==> src/verilog/via_consts.svh <==
/*
 * constants of the vectored interrupt acknowledge block:
 * register offsets, field positions, reset values, vectors.
 * assumes inclusion by bare name from the design file.
 */
`ifndef VIA_CONSTS_SVH
`define VIA_CONSTS_SVH

// wishbone byte offsets
`define OFF_PSW      5'h00
`define OFF_PEND     5'h04
`define OFF_MASK     5'h08
`define OFF_LEVEL    5'h0C
`define OFF_STATUS   5'h10

// status word fields
`define PSW_IE       7
`define PSW_ZERO     6
`define PSW_BSH      5
`define PSW_AC       4
`define PSW_BSL      3
`define PSW_FIX0     2
`define PSW_ISP      1
`define PSW_CY       0
`define PSW_RESET    8'h02
`define PSW_WMASK    8'hFB

// source count and reset values
`define NUM_SRC      19
`define PEND_RESET   19'h00000
`define MASK_RESET   19'h7FFFF
`define LEVEL_RESET  19'h7FFFF

// vectors
`define VEC_NMI      16'h0004
`define VEC_BASE     16'h0006
`define VEC_BRK      16'h003E

// latency in cpu clocks, request to service start
`define LAT_HIGH_MIN 7
`define LAT_HIGH_MAX 32
`define LAT_LOW_MIN  8
`define LAT_LOW_MAX  33

`endif

==> src/verilog/via_pkg.sv <==
/*
 * types of the vectored interrupt acknowledge block.
 * assumes via_consts.svh for numbers.
 */
package via_pkg;

  // kind of acknowledge
  typedef enum logic [1:0] {
    ACK_NONE = 2'h0,
    ACK_NMI  = 2'h1,
    ACK_MASK = 2'h2,
    ACK_BRK  = 2'h3
  } ack_kind_e;

  // acknowledge carrier toward the sequencer
  typedef struct packed {
    logic        valid;
    ack_kind_e   kind;
    logic [4:0]  source;
    logic [15:0] vector;
    logic [7:0]  pushPsw;
  } ack_s;

  // core-side status word operations
  typedef struct packed {
    logic       setIe;
    logic       clrIe;
    logic       write;
    logic [7:0] wrData;
    logic       restore;
    logic [7:0] stackPsw;
  } psw_op_s;

  // arbiter states
  typedef enum logic [1:0] {
    ST_IDLE = 2'b01,
    ST_LOW  = 2'b10
  } arb_e;

endpackage

==> src/verilog/vectored_interrupt_acknowledge.sv <==
/*
 * interrupt acknowledge and priority logic: line zero noise filter,
 * status word, pending/mask/level flags, nmi, maskable and break
 * trap acknowledge, nesting control, classic wishbone slave.
 * assumes: the sequencer pulses instrDone at each instruction end,
 * pushes the status word then the program counter on ack, and
 * sampleTick is the selected sampling clock as a one-cycle enable.
 */
// The register addresses and the Wishbone interface to the registers were left to the implementer.
`timescale 1ns/1ps
`include "via_consts.svh"

module vectored_interrupt_acknowledge
  import via_pkg::*;
#(
  parameter int NSRC = `NUM_SRC
) (
  input  wire logic            clk,
  input  wire logic            rst_n,
  // wishbone classic slave
  input  wire logic            wb_cyc_i,
  input  wire logic            wb_stb_i,
  input  wire logic            wb_we_i,
  input  wire logic [4:0]      wb_adr_i,
  input  wire logic [3:0]      wb_sel_i,
  input  wire logic [31:0]     wb_dat_i,
  output logic      [31:0]     wb_dat_o,
  output logic                 wb_ack_o,
  // request sources
  input  wire logic            extRequestLineZero,
  input  wire logic            sampleTick,
  input  wire logic [NSRC-1:0] sourceFire,
  input  wire logic            nmiFire,
  // sequencer side
  input  wire logic            instrDone,
  input  wire logic            breakTrapInstruction,
  input  wire logic            vectoredReturn,
  input  wire logic            breakReturn,
  input  wire psw_op_s         pswOp,
  output ack_s                 ack,
  output logic      [7:0]      programStatusWord
);

  logic [7:0]      psw_reg;      // status word
  logic [NSRC-1:0] pend_reg;     // pending flags
  logic [NSRC-1:0] mask_reg;     // mask flags
  logic [NSRC-1:0] level_reg;    // level select flags
  logic            nmiSvc_reg;   // nmi routine running
  logic            nmiHeld_reg;  // one held nmi
  logic            holdOne_reg;  // skip one boundary
  arb_e            state_reg;    // arbiter state
  logic [4:0]      lowSrc_reg;   // low-level winner
  ack_s            ack_reg;      // ack output flop
  logic            wbAck_reg;    // bus ack
  logic [31:0]     rdat_reg;     // bus read data
  logic            smp1_reg;     // first filter sample
  logic            smp2_reg;     // second filter sample
  logic            filt_reg;     // filtered level
  logic            filtPrev_reg; // for edge detect

  logic [NSRC-1:0] elig;         // pending and unmasked
  logic            hiFound;      // eligible high request
  logic            loFound;      // eligible low request
  logic [4:0]      hiIdx;        // best high index
  logic [4:0]      loIdx;        // best low index
  logic            boundary;     // usable boundary
  logic            takeNmi;      // accept nmi now
  logic            takeHi;       // accept high now
  logic            startLo;      // begin low accept
  logic            takeLo;       // finish low accept
  logic            takeBrk;      // break trap now
  logic            busWr;        // bus write strobe
  logic [NSRC-1:0] swClr;        // software pending clear
  logic [NSRC-1:0] accClr;       // acknowledge clear
  logic [NSRC-1:0] line0Set;     // filtered line zero

  assign programStatusWord = psw_reg;
  assign ack               = ack_reg;
  assign wb_ack_o          = wbAck_reg;
  assign wb_dat_o          = rdat_reg;

  // noise filter: sample only on the selected sampling enable
  // a one-sample glitch never reaches the filtered level, so a
  // pulse shorter than the sampling period leaves pending clear;
  // the price is a set that lags the line by up to three samples
  always_ff @(posedge clk) begin
    if (!rst_n) begin
      smp1_reg     <= 1'b0;
      smp2_reg     <= 1'b0;
      filt_reg     <= 1'b0;
      filtPrev_reg <= 1'b0;
    end else begin
      if (sampleTick) begin
        smp1_reg <= extRequestLineZero;
        smp2_reg <= smp1_reg;
        // level changes only after two equal samples
        if (smp1_reg == smp2_reg)
          filt_reg <= smp2_reg;
      end
      filtPrev_reg <= filt_reg;
    end
  end

  // edge detect after filtering, feeds pending bit 0
  // both flops reset low like the idle pin: no false edge at start
  always_comb begin
    line0Set    = '0;
    line0Set[0] = filt_reg & ~filtPrev_reg;
  end

  // eligibility per source
  genvar g;
  generate
    for (g = 0; g < NSRC; g++) begin : gElig
      assign elig[g] = pend_reg[g] & ~mask_reg[g];
    end
  endgenerate

  // priority encode: lowest index wins within each level
  // scanning down from the top lets a lower index overwrite,
  // which gives the fixed default order without a second pass
  always_comb begin
    hiFound = 1'b0;
    loFound = 1'b0;
    hiIdx   = '0;
    loIdx   = '0;
    for (int i = NSRC - 1; i >= 0; i--) begin
      if (elig[i] && !level_reg[i]) begin
        hiFound = 1'b1;
        hiIdx   = 5'(i);
      end
      if (elig[i] && level_reg[i]) begin
        loFound = 1'b1;
        loIdx   = 5'(i);
      end
    end
  end

  // acceptance decisions
  // the nmi, high and low-start signals are decided from flag values at the boundary,
  // so an op landing on the same edge acts on the next boundary
  always_comb begin
    takeBrk  = breakTrapInstruction;
    // one boundary after a return is always skipped
    boundary = instrDone & ~holdOne_reg &
               ~takeBrk & (state_reg == ST_IDLE);
    // nmi needs no enable; blocked only by own service
    takeNmi  = boundary & nmiHeld_reg & ~nmiSvc_reg;
    // maskable needs enable and no nmi in service
    takeHi   = boundary & ~takeNmi & hiFound &
               psw_reg[`PSW_IE] & ~nmiSvc_reg;
    // high first; low only when in-service flag is one
    startLo  = boundary & ~takeNmi & ~hiFound & loFound &
               psw_reg[`PSW_IE] & psw_reg[`PSW_ISP] &
               ~nmiSvc_reg;
    // a break trap in the wait clock wins; the low request stays
    // pending and is arbitrated again at a later boundary
    takeLo   = (state_reg == ST_LOW) & ~takeBrk;
  end

  // arbiter: low level takes one extra clock to start
  // boundaries seen during the wait clock are ignored, so a low
  // accept can never overlap a second decision
  always_ff @(posedge clk) begin
    if (!rst_n) begin
      state_reg  <= ST_IDLE;
      lowSrc_reg <= '0;
    end else begin
      case (state_reg)
        ST_IDLE: begin
          if (startLo) begin
            state_reg  <= ST_LOW;
            lowSrc_reg <= loIdx;
          end
        end
        ST_LOW: begin
          state_reg <= ST_IDLE;
        end
        default: begin
          state_reg <= ST_IDLE;
        end
      endcase
    end
  end

  // acknowledge output: pushed status word taken before update
  // break beats nmi beats low wait beats high when they coincide
  always_ff @(posedge clk) begin
    if (!rst_n) begin
      ack_reg <= '0;
    end else begin
      ack_reg.valid   <= takeBrk | takeNmi | takeHi | takeLo;
      ack_reg.pushPsw <= psw_reg;
      if (takeBrk) begin
        ack_reg.kind   <= ACK_BRK;
        ack_reg.source <= '0;
        ack_reg.vector <= `VEC_BRK;
      end else if (takeNmi) begin
        ack_reg.kind   <= ACK_NMI;
        ack_reg.source <= '0;
        ack_reg.vector <= `VEC_NMI;
      end else if (takeLo) begin
        ack_reg.kind   <= ACK_MASK;
        ack_reg.source <= lowSrc_reg;
        ack_reg.vector <= `VEC_BASE +
          {10'h000, lowSrc_reg, 1'b0};
      end else if (takeHi) begin
        ack_reg.kind   <= ACK_MASK;
        ack_reg.source <= hiIdx;
        ack_reg.vector <= `VEC_BASE +
          {10'h000, hiIdx, 1'b0};
      end else begin
        ack_reg.kind <= ACK_NONE;
      end
    end
  end

  // status word: accept effects override core and bus writes
  // later statements win, so an enable set on the accept edge
  // is lost on purpose: the handler starts with accepts disabled
  // bit 2 is forced to zero by the write mask on every path
  always_ff @(posedge clk) begin
    if (!rst_n) begin
      psw_reg <= `PSW_RESET;
    end else begin
      if (pswOp.restore)
        psw_reg <= pswOp.stackPsw & `PSW_WMASK;
      else if (pswOp.write)
        psw_reg <= pswOp.wrData & `PSW_WMASK;
      else if (busWr && wb_adr_i == `OFF_PSW && wb_sel_i[0])
        psw_reg <= wb_dat_i[7:0] & `PSW_WMASK;
      if (pswOp.setIe)
        psw_reg[`PSW_IE] <= 1'b1;
      if (pswOp.clrIe)
        psw_reg[`PSW_IE] <= 1'b0;
      if (takeBrk || takeHi || takeLo)
        psw_reg[`PSW_IE] <= 1'b0;
      if (takeHi)
        psw_reg[`PSW_ISP] <= 1'b0;
      if (takeLo)
        psw_reg[`PSW_ISP] <= 1'b1;
      if (takeNmi) begin
        psw_reg[`PSW_IE]  <= 1'b0;
        psw_reg[`PSW_ISP] <= 1'b0;
      end
    end
  end

  // nmi service tracking; a second request only keeps one held
  // the held flag is one bit, so any number of repeats collapse
  // into a single accept after the routine returns
  always_ff @(posedge clk) begin
    if (!rst_n) begin
      nmiSvc_reg  <= 1'b0;
      nmiHeld_reg <= 1'b0;
    end else begin
      if (takeNmi)
        nmiSvc_reg <= 1'b1;
      else if (vectoredReturn)
        nmiSvc_reg <= 1'b0;
      // set wins over the clear at acceptance
      if (nmiFire)
        nmiHeld_reg <= 1'b1;
      else if (takeNmi)
        nmiHeld_reg <= 1'b0;
    end
  end

  // one main instruction must run after any return
  // the return pulse beats a boundary on the same edge, so the
  // skipped boundary is always the one after the return
  always_ff @(posedge clk) begin
    if (!rst_n) begin
      holdOne_reg <= 1'b0;
    end else begin
      if (vectoredReturn || breakReturn)
        holdOne_reg <= 1'b1;
      else if (instrDone)
        holdOne_reg <= 1'b0;
    end
  end

  // pending flags: set wins over clears; refused ones stay
  // a source firing on its own accept edge is kept, not lost
  // software clears by writing ones to the pending offset
  always_comb begin
    accClr = '0;
    if (takeHi)
      accClr[hiIdx] = 1'b1;
    if (takeLo)
      accClr[lowSrc_reg] = 1'b1;
    swClr = '0;
    if (busWr && wb_adr_i == `OFF_PEND)
      swClr = wb_dat_i[NSRC-1:0];
  end

  always_ff @(posedge clk) begin
    if (!rst_n) begin
      pend_reg <= `PEND_RESET;
    end else begin
      pend_reg <= (pend_reg & ~(accClr | swClr)) |
                  sourceFire | line0Set;
    end
  end

  // mask and level flags, written whole
  // both reset to all ones: everything masked and at low level
  always_ff @(posedge clk) begin
    if (!rst_n) begin
      mask_reg  <= `MASK_RESET;
      level_reg <= `LEVEL_RESET;
    end else begin
      if (busWr && wb_adr_i == `OFF_MASK)
        mask_reg <= wb_dat_i[NSRC-1:0];
      if (busWr && wb_adr_i == `OFF_LEVEL)
        level_reg <= wb_dat_i[NSRC-1:0];
    end
  end

  // write takes effect at the edge where ack is seen high
  assign busWr = wb_cyc_i & wb_stb_i & wb_we_i & wbAck_reg;

  // wishbone: ack one cycle after request, then drop
  // read data is captured with the ack and cleared after it, so
  // the bus shows zero whenever no answer stands
  always_ff @(posedge clk) begin
    if (!rst_n) begin
      wbAck_reg <= 1'b0;
      rdat_reg  <= '0;
    end else begin
      wbAck_reg <= wb_cyc_i & wb_stb_i & ~wbAck_reg;
      rdat_reg  <= '0;
      if (wb_cyc_i && wb_stb_i && !wbAck_reg) begin
        case (wb_adr_i)
          `OFF_PSW:    rdat_reg[7:0]      <= psw_reg;
          `OFF_PEND:   rdat_reg[NSRC-1:0] <= pend_reg;
          `OFF_MASK:   rdat_reg[NSRC-1:0] <= mask_reg;
          `OFF_LEVEL:  rdat_reg[NSRC-1:0] <= level_reg;
          `OFF_STATUS: rdat_reg[3:0] <= {holdOne_reg,
                         state_reg == ST_LOW,
                         nmiHeld_reg, nmiSvc_reg};
          default:     rdat_reg <= '0;       // unmapped reads 0
        endcase
      end
    end
  end

endmodule

==> config.mk <==
export PLATFORM = sky130hd
export DESIGN_NAME = vectored_interrupt_acknowledge
export DESIGN_NICKNAME = d
export VERILOG_FILES = /design/src/verilog/via_pkg.sv /design/src/verilog/vectored_interrupt_acknowledge.sv
export VERILOG_INCLUDE_DIRS = /design/src /design/src/verilog
export SDC_FILE = /design/constraint.sdc
export NUM_CORES = 1
export LEC_CHECK = 0
export BUFFER_PORTS_ARGS = -buffer_cell sky130_fd_sc_hd__buf_2
export CAP_MARGIN = 10
export CORE_AREA = 2 2 164 102
export CTS_BUF_LIST = sky130_fd_sc_hd__clkbuf_4 sky130_fd_sc_hd__clkbuf_8
export CTS_CLUSTER_SIZE = 10
export DETAILED_ROUTE_END_ITERATION = 10
export DIE_AREA = 0 0 166 104
export PLACE_DENSITY = 0.72
export RECOVER_POWER = 25
export SLEW_MARGIN = 20
export SYNTH_ARGS = -nofsm -noshare
export SYNTH_HDL_FRONTEND = slang
export SYNTH_SLANG_ARGS = --single-unit
export TNS_END_PERCENT = 5
==> constraint.sdc <==
create_clock -name clk -period 6.29 [get_ports clk]
set_clock_uncertainty 0.05 [all_clocks]
set_input_delay 0.9435 -clock clk [delete_from_list [all_inputs] [get_ports clk]]
set_output_delay 0.9435 -clock clk [all_outputs]
set_load 0.005 [all_outputs]
==> run summary, run 1 <==
routed len/inst -> 18.5 um
first-pass GRT wire length -> 30.0 mm
CP peak stage delay -> 0.90 ns
Final setup viols -> 0
worst relative slew slack -> -11.5%
worst vdd ir -> 0.135 mV
Area growth syn-to-layout -> 18.0%
multi-input combinational cell area -> 3480 um2
status -> complete, but fails checks
failing checks -> max-capacitance violations, max-slew violations
Slew Viols, Final -> 42
Worst-Skew Late Latency -> 0.45 ns
unrepaired setup endpoints after global routing -> no
Vias per Instance -> 5.63
dpl hpwl -> 14.2 mm
top cells by count, synth -> dfxtp_1, nand2_1, nor2_1
critical path's slowest cell -> o32ai_2
worst slew pin tran -> 1.67 ns
Pwr Density -> 243 nW/um2
TritonCTS Buffers -> 17
Root Driver -> clkbuf_8
Global Route Usage Sum -> 22.2%
hold-fix buffers at CTS -> 0
Placement Rows -> 36
Tot Pwr -> 1.77 mW
Vias -> 5,935
crit-path max FO -> 12
top-count cell post-synth -> dfxtp_1
WP buf/inv -> 0
post-synthesis sequential area ratio -> 38.7%
initial antenna violation count -> 0
Residual DRC -> 0
total grt overflow -> 0
Filler cells -> 1,591
critical path class -> flop to flop
register area -> 2380 um2
clock slew at reported path FFs -> 0.08 ns
TritonCTS clock tree -> done
total negative setup slack -> 0 ns
Place WS -> 2.93 ns
htree depth -> 4
Max-Cap Viols -> 1
share of the synthesized area in the top cell type -> 38.7%
die width -> 166 um
num ports -> 165
final worst-path cycle share -> 52.6%
vias in the first global route -> 5,419
final setup margin -> 2.98 ns
crit path time final -> 3.31 ns
Post-Syn Area -> 6160 um2
startpoint types -> flop
Final Hold Fails -> 0
IO Port Bufs -> 121
mean post-synth cell area -> 8.52 um2
Synth Register Bits -> 119
core area -> 15,800 um2
chain of cells forming the critical path -> nor3b_1 -> a2111oi_2 -> o41a_1 -> o32ai_2 -> mux2i_4 -> ha_1 -> nor3_1 -> xor2_1 -> o311ai_0
Post-Route Utilization -> 46.0%
Starting Density -> 39.0%
Post-synth top flop -> dfxtp_1
Final ANT Viol Nets -> 0
CP Data Arrival Time -> 3.60 ns
leakage power -> 3.17 nW
Iter 0 DRT Violations -> 701
CTS Sinks -> 119
Largest register FFs -> 21
Final #Nets -> 926
largest net degree at the start of global routing -> 56
Post-synth EDFFs -> 0
synth top area cells -> dfxtp_1, nand2_1, a22oi_1
YS warnings -> 0
share of post-route cells with drive strength above 1 -> 21.5%
drt first pass iters -> 6
Cell variety after synth -> 79
cell taking the most area after synthesis -> dfxtp_1
die footprint -> 17,300 um2
Die Height -> 104 um
Diodes inserted -> 0
critical path data required time -> 6.58 ns
Final GP Congestion -> 0.953
Worst Hold Class -> flop to flop
Synth async-reset ratio -> 0%
kind of cell adding the most delay to the critical path -> compound AO/OA/AOI/OAI gates
Clock Path Buffers -> 2
Syn Inst Count -> 723
kind of end point of the critical path -> flop
Post-CTS Setup Bufs -> 0
total routed wirelength -> 19.5 mm
cts repair resizes -> 0
FMAX -> 0.302 GHz
==> final timing paths <==
check / end / slack, ns / depth (start not counted) / start
worst max-delay path: ack[13] / 2.98 / 9 / pend_reg[9]
worst min-delay path: ack[14] / 0.41 / 2 / ack[14]
worst max register to register: ack[13] / 2.98 / 9 / pend_reg[9]
worst min register to register: ack[14] / 0.41 / 2 / ack[14]
==> layer usage <==
layer / vias up / routed length [um] / GRT usage [%]
li1: 2775 / - / -
met1: 2827 / 9330 / 34.0
met2: 307 / 7790 / 30.8
met3: 26 / 2170 / 4.91
met4: 0 / 267 / 6.02
met5: - / 0 / 0
==> worst min-delay path, cell delays in order (launching register included) <==
cell	delay (ns)
dfxtp_1	0.32
nand2_1	0.05
a21oi_1	0.05
==> cell type report <==
type / instances / area share [%]
clock buffers: 19 / 3.60
clock inverters: 13 / 2.98
inverters: 11 / 0.568
multi-input cells: 558 / 47.9
flip-flops and latches: 119 / 32.8
well taps: 209 / 3.60
repair buffers: 126 / 8.60
==> per-stage QoR <==
step	hold slack [ns]	cell area (um2)	instances
3_3_place_gp	0.400	6810	1023
3_5_place_dp	0.399	6810	1023
6_report	0.414	7270	1055
4_1_cts	0.416	7290	1055
5_1_grt	0.437	7270	1055
2_1_floorplan	0.393	6250	747
==> report_power, final <==
| group | total [mW] | switching, mW | leakage [nW] | internal, mW |
|---|---|---|---|---|
| logic | 0.130 | 0.0718 | 1.97 | 0.0585 |
| registers | 0.793 | 0.0196 | 0.973 | 0.773 |
| clock network | 0.843 | 0.345 | 0.230 | 0.498 |
| total | 1.77 | 0.436 | 3.17 | 1.33 |
==> cell families (layout without fill, tap and decap cells) <==
family                   after synthesis  after routing  synth area share [%]
flip-flops                           119            119                  38.7
adder cells (fa/ha/maj)                1              1                 0.203
AO/OA/AOI/OAI                        167            167                  19.8
XOR/XNOR                               3              3                 0.427
AND/OR/NAND/NOR                      334            334                  29.6
buffers and inverters                 70            169                  6.26
multiplexers                          28             28                  4.94
other                                  1             25                0.0609
==> layout by cell type, fill, tap and decap left out, drive strengths merged, types with 4 or more instances in the layout <==
master / count
and2: 21
nand3: 40
mux2: 9
conb: 25
or3: 4
clkbuf: 33
inv: 14
a211oi: 7
and3: 5
nor3: 10
o211a: 8
a22oi: 42
bufinv: 5
nand2b: 8
a21boi: 4
and3b: 12
dfxtp: 119
nor2: 46
o21ai: 24
nand3b: 10
nor4: 8
mux2i: 19
nand2: 114
a31oi: 9
nor3b: 27
o21a: 23
buf: 112
nor2b: 13
a21oi: 23
Power figures use the tool's default switching activity.
==> run 2: changes to the inputs <==
==> constraint.sdc (replaced) <==
create_clock -name clk -period 3.1 [get_ports clk]
set_clock_uncertainty 0.05 [all_clocks]
set_input_delay 0.465 -clock clk [delete_from_list [all_inputs] [get_ports clk]]
set_output_delay 0.465 -clock clk [all_outputs]
set_load 0.005 [all_outputs]
==> run 2 against run 1 <==
The flow still finishes with violations (max-capacitance violations, max-slew violations). Final cell count increased by 1.3%. Core utilization is 0.17 points higher. Clock-buffer cell count down 1. Hold slack worse by 0.27 ns. Sequential share of layout area shrank 0.12 points. Setup slack got worse by 2.7 ns. Sequential cell count stayed put. Sequential power up 100%. Non-clock buffer count up 14. Critical path type unchanged.
==> run summary, run 2 (synthesized netlist as in run 1, its figures left out) <==
worst relative slew slack -> -27.2%
Placement Rows -> 36
CP Data Arrival Time -> 3.12 ns
reg2reg start -> pend_reg[17]
failing checks -> max-capacitance violations, max-slew violations
die footprint -> 17,300 um2
WHS Endpoint -> programStatusWord[7]
Largest register FFs -> 21
Slew Viols, Final -> 47
commonest non-fill, non-tap cell in the layout -> dfxtp_1
reg2reg end -> ack[13]
Diodes inserted -> 0
critical path data required time -> 3.37 ns
hold_sp -> pswOp[18]
num ports -> 165
worst slew pin tran -> 1.91 ns
Worst-Skew Late Latency -> 0.44 ns
dpl hpwl -> 14.8 mm
Final #Nets -> 940
Vias -> 5,883
net switching power -> 0.885 mW
CTS Sinks -> 119
unrepaired setup endpoints after global routing -> no
drt first pass iters -> 5
most frequent cells in the layout -> dfxtp_1, nand2_1, buf_2
Cell Count, Final, Fillers Out -> 1,069
die width -> 166 um
Final Hold Fails -> 0
Clock Path Buffers -> 2
kind of end point of the critical path -> flop
Final GP Congestion -> 0.934
worst vdd ir -> 0.242 mV
total negative setup slack -> 0 ns
Starting Density -> 39.0%
Inst Count DP -> 1,037
htree depth -> 4
Filler cells -> 1,593
leakage power -> 3.18 nW
cts repair resizes -> 0
Global Route Usage Sum -> 22.9%
Net Sw Frac -> 26.1%
TritonCTS Buffers -> 17
final worst-path cycle share -> 92.1%
flop2flop setup slack -> 0.25 ns
Final ANT Viol Nets -> 0
Iter 0 DRT Violations -> 638
largest net degree at the start of global routing -> 50
Pwr Density -> 464 nW/um2
clock slew at reported path FFs -> 0.08 ns
Area growth syn-to-layout -> 18.5%
initial antenna violation count -> 0
internal power -> 2.50 mW
hold depth -> 2
fin area -> 7300 um2
Die Height -> 104 um
Max-Cap Viols -> 1
clock share of power -> 44.6%
r2r worst-path depth -> 9
IO Port Bufs -> 121
Seq pwr share -> 47.5%
status -> complete, but fails checks
Comb pwr share -> 7.9%
Root Driver -> clkbuf_8
first-pass GRT wire length -> 30.8 mm
Vias per Instance -> 5.50
dpl cell area -> 6920 um2
FMAX -> 0.350 GHz
Final setup viols -> 0
vias in the first global route -> 5,438
critical path class -> flop to flop
core area -> 15,800 um2
total routed wirelength -> 19.8 mm
total grt overflow -> 0
critical path's slowest cell -> o32ai_2
chain of cells forming the critical path -> nor3b_2 -> a211oi_1 -> o41a_1 -> o32ai_2 -> mux2i_4 -> ha_1 -> nor3_1 -> xor2_1 -> o311ai_0
Tot Pwr -> 3.38 mW
startpoint types -> flop
crit-path max FO -> 4
share of post-route cells with drive strength above 1 -> 22.1%
CP peak stage delay -> 0.46 ns
Post-CTS Setup Bufs -> 0
routed len/inst -> 18.5 um
hold-fix buffers at CTS -> 0
Worst Hold Class -> input port to flop
TritonCTS clock tree -> done
Residual DRC -> 0
crit path time final -> 2.85 ns
-- run 2: changes by cell type in the layout (fill, tap and decap cells not counted), sizes merged --
| cell | change |
|---|---|
| buf | +9 |
| bufinv | -2 |
| clkbuf | +4 |
| clkinv | -1 |
| clkinvlp | +4 |
-- run 2: worst max-delay path, delay by kind of cell (launching register included) --
family / cells / cell delay, ns
mux: 1 / 0.13
compound gates: 4 / 1.27
fa+ha+maj: 1 / 0.24
simple gates: 2 / 0.54
flops: 1 / 0.40
xor+xnor: 1 / 0.10
-- run 2: through the flow --
stage | utilization, % | hold WS, ns | worst slack, ns
2_1_floorplan | - | 0.393 | 0.639
3_3_place_gp | 43.7 | 0.402 | 0.426
3_5_place_dp | 43.7 | 0.396 | 0.378
4_1_cts | 46.4 | 0.128 | 0.291
5_1_grt | 46.2 | 0.116 | 0.0499
6_report | 46.2 | 0.140 | 0.245
-- run 2: power groups by stage --
stage                     sequential (mW)  combinational [mW]  clock (mW)
after floorplan                      1.63               0.162           0
after global placement               1.64               0.262           0
after detailed placement             1.64               0.266           0
after CTS                            1.61               0.267        1.52
after global routing                 1.61               0.295        1.59
final                                1.61               0.267        1.51
-- run 2: layout make-up --
class,instances,area (um2),area share (%)
Clock buffer,18,241,3.31
Clock inverter,14,174,2.38
Inverter,11,41.3,0.566
Multi-Input combinational cell,558,3480,47.7
Sequential cell,119,2380,32.6
Tap cell,209,262,3.58
Timing Repair Buffer,140,716,9.81
-- run 2: how the worst max path moves through the flow --
stage / startpoint / end / cells after the start / slack [ns]
after floorplan: pend_reg[13] / ack[13] / 10 / 0.64
after global placement: pend_reg[9] / ack[13] / 9 / 0.43
after detailed placement: pend_reg[9] / ack[13] / 9 / 0.38
after CTS: pend_reg[9] / ack[13] / 9 / 0.29
after global routing: rst_n / mask_reg[9] / 4 / 0.05
final: pend_reg[17] / ack[13] / 9 / 0.25
-- run 2: layer usage --
layer / up-vias / track usage (%) / share of wire [%]
li1: 2817 / - / -
met1: 2741 / 34.7 / 48
met5: - / 0 / 0
met2: 315 / 30.7 / 39
met4: 0 / 3.98 / 0.46
met3: 10 / 8.41 / 12
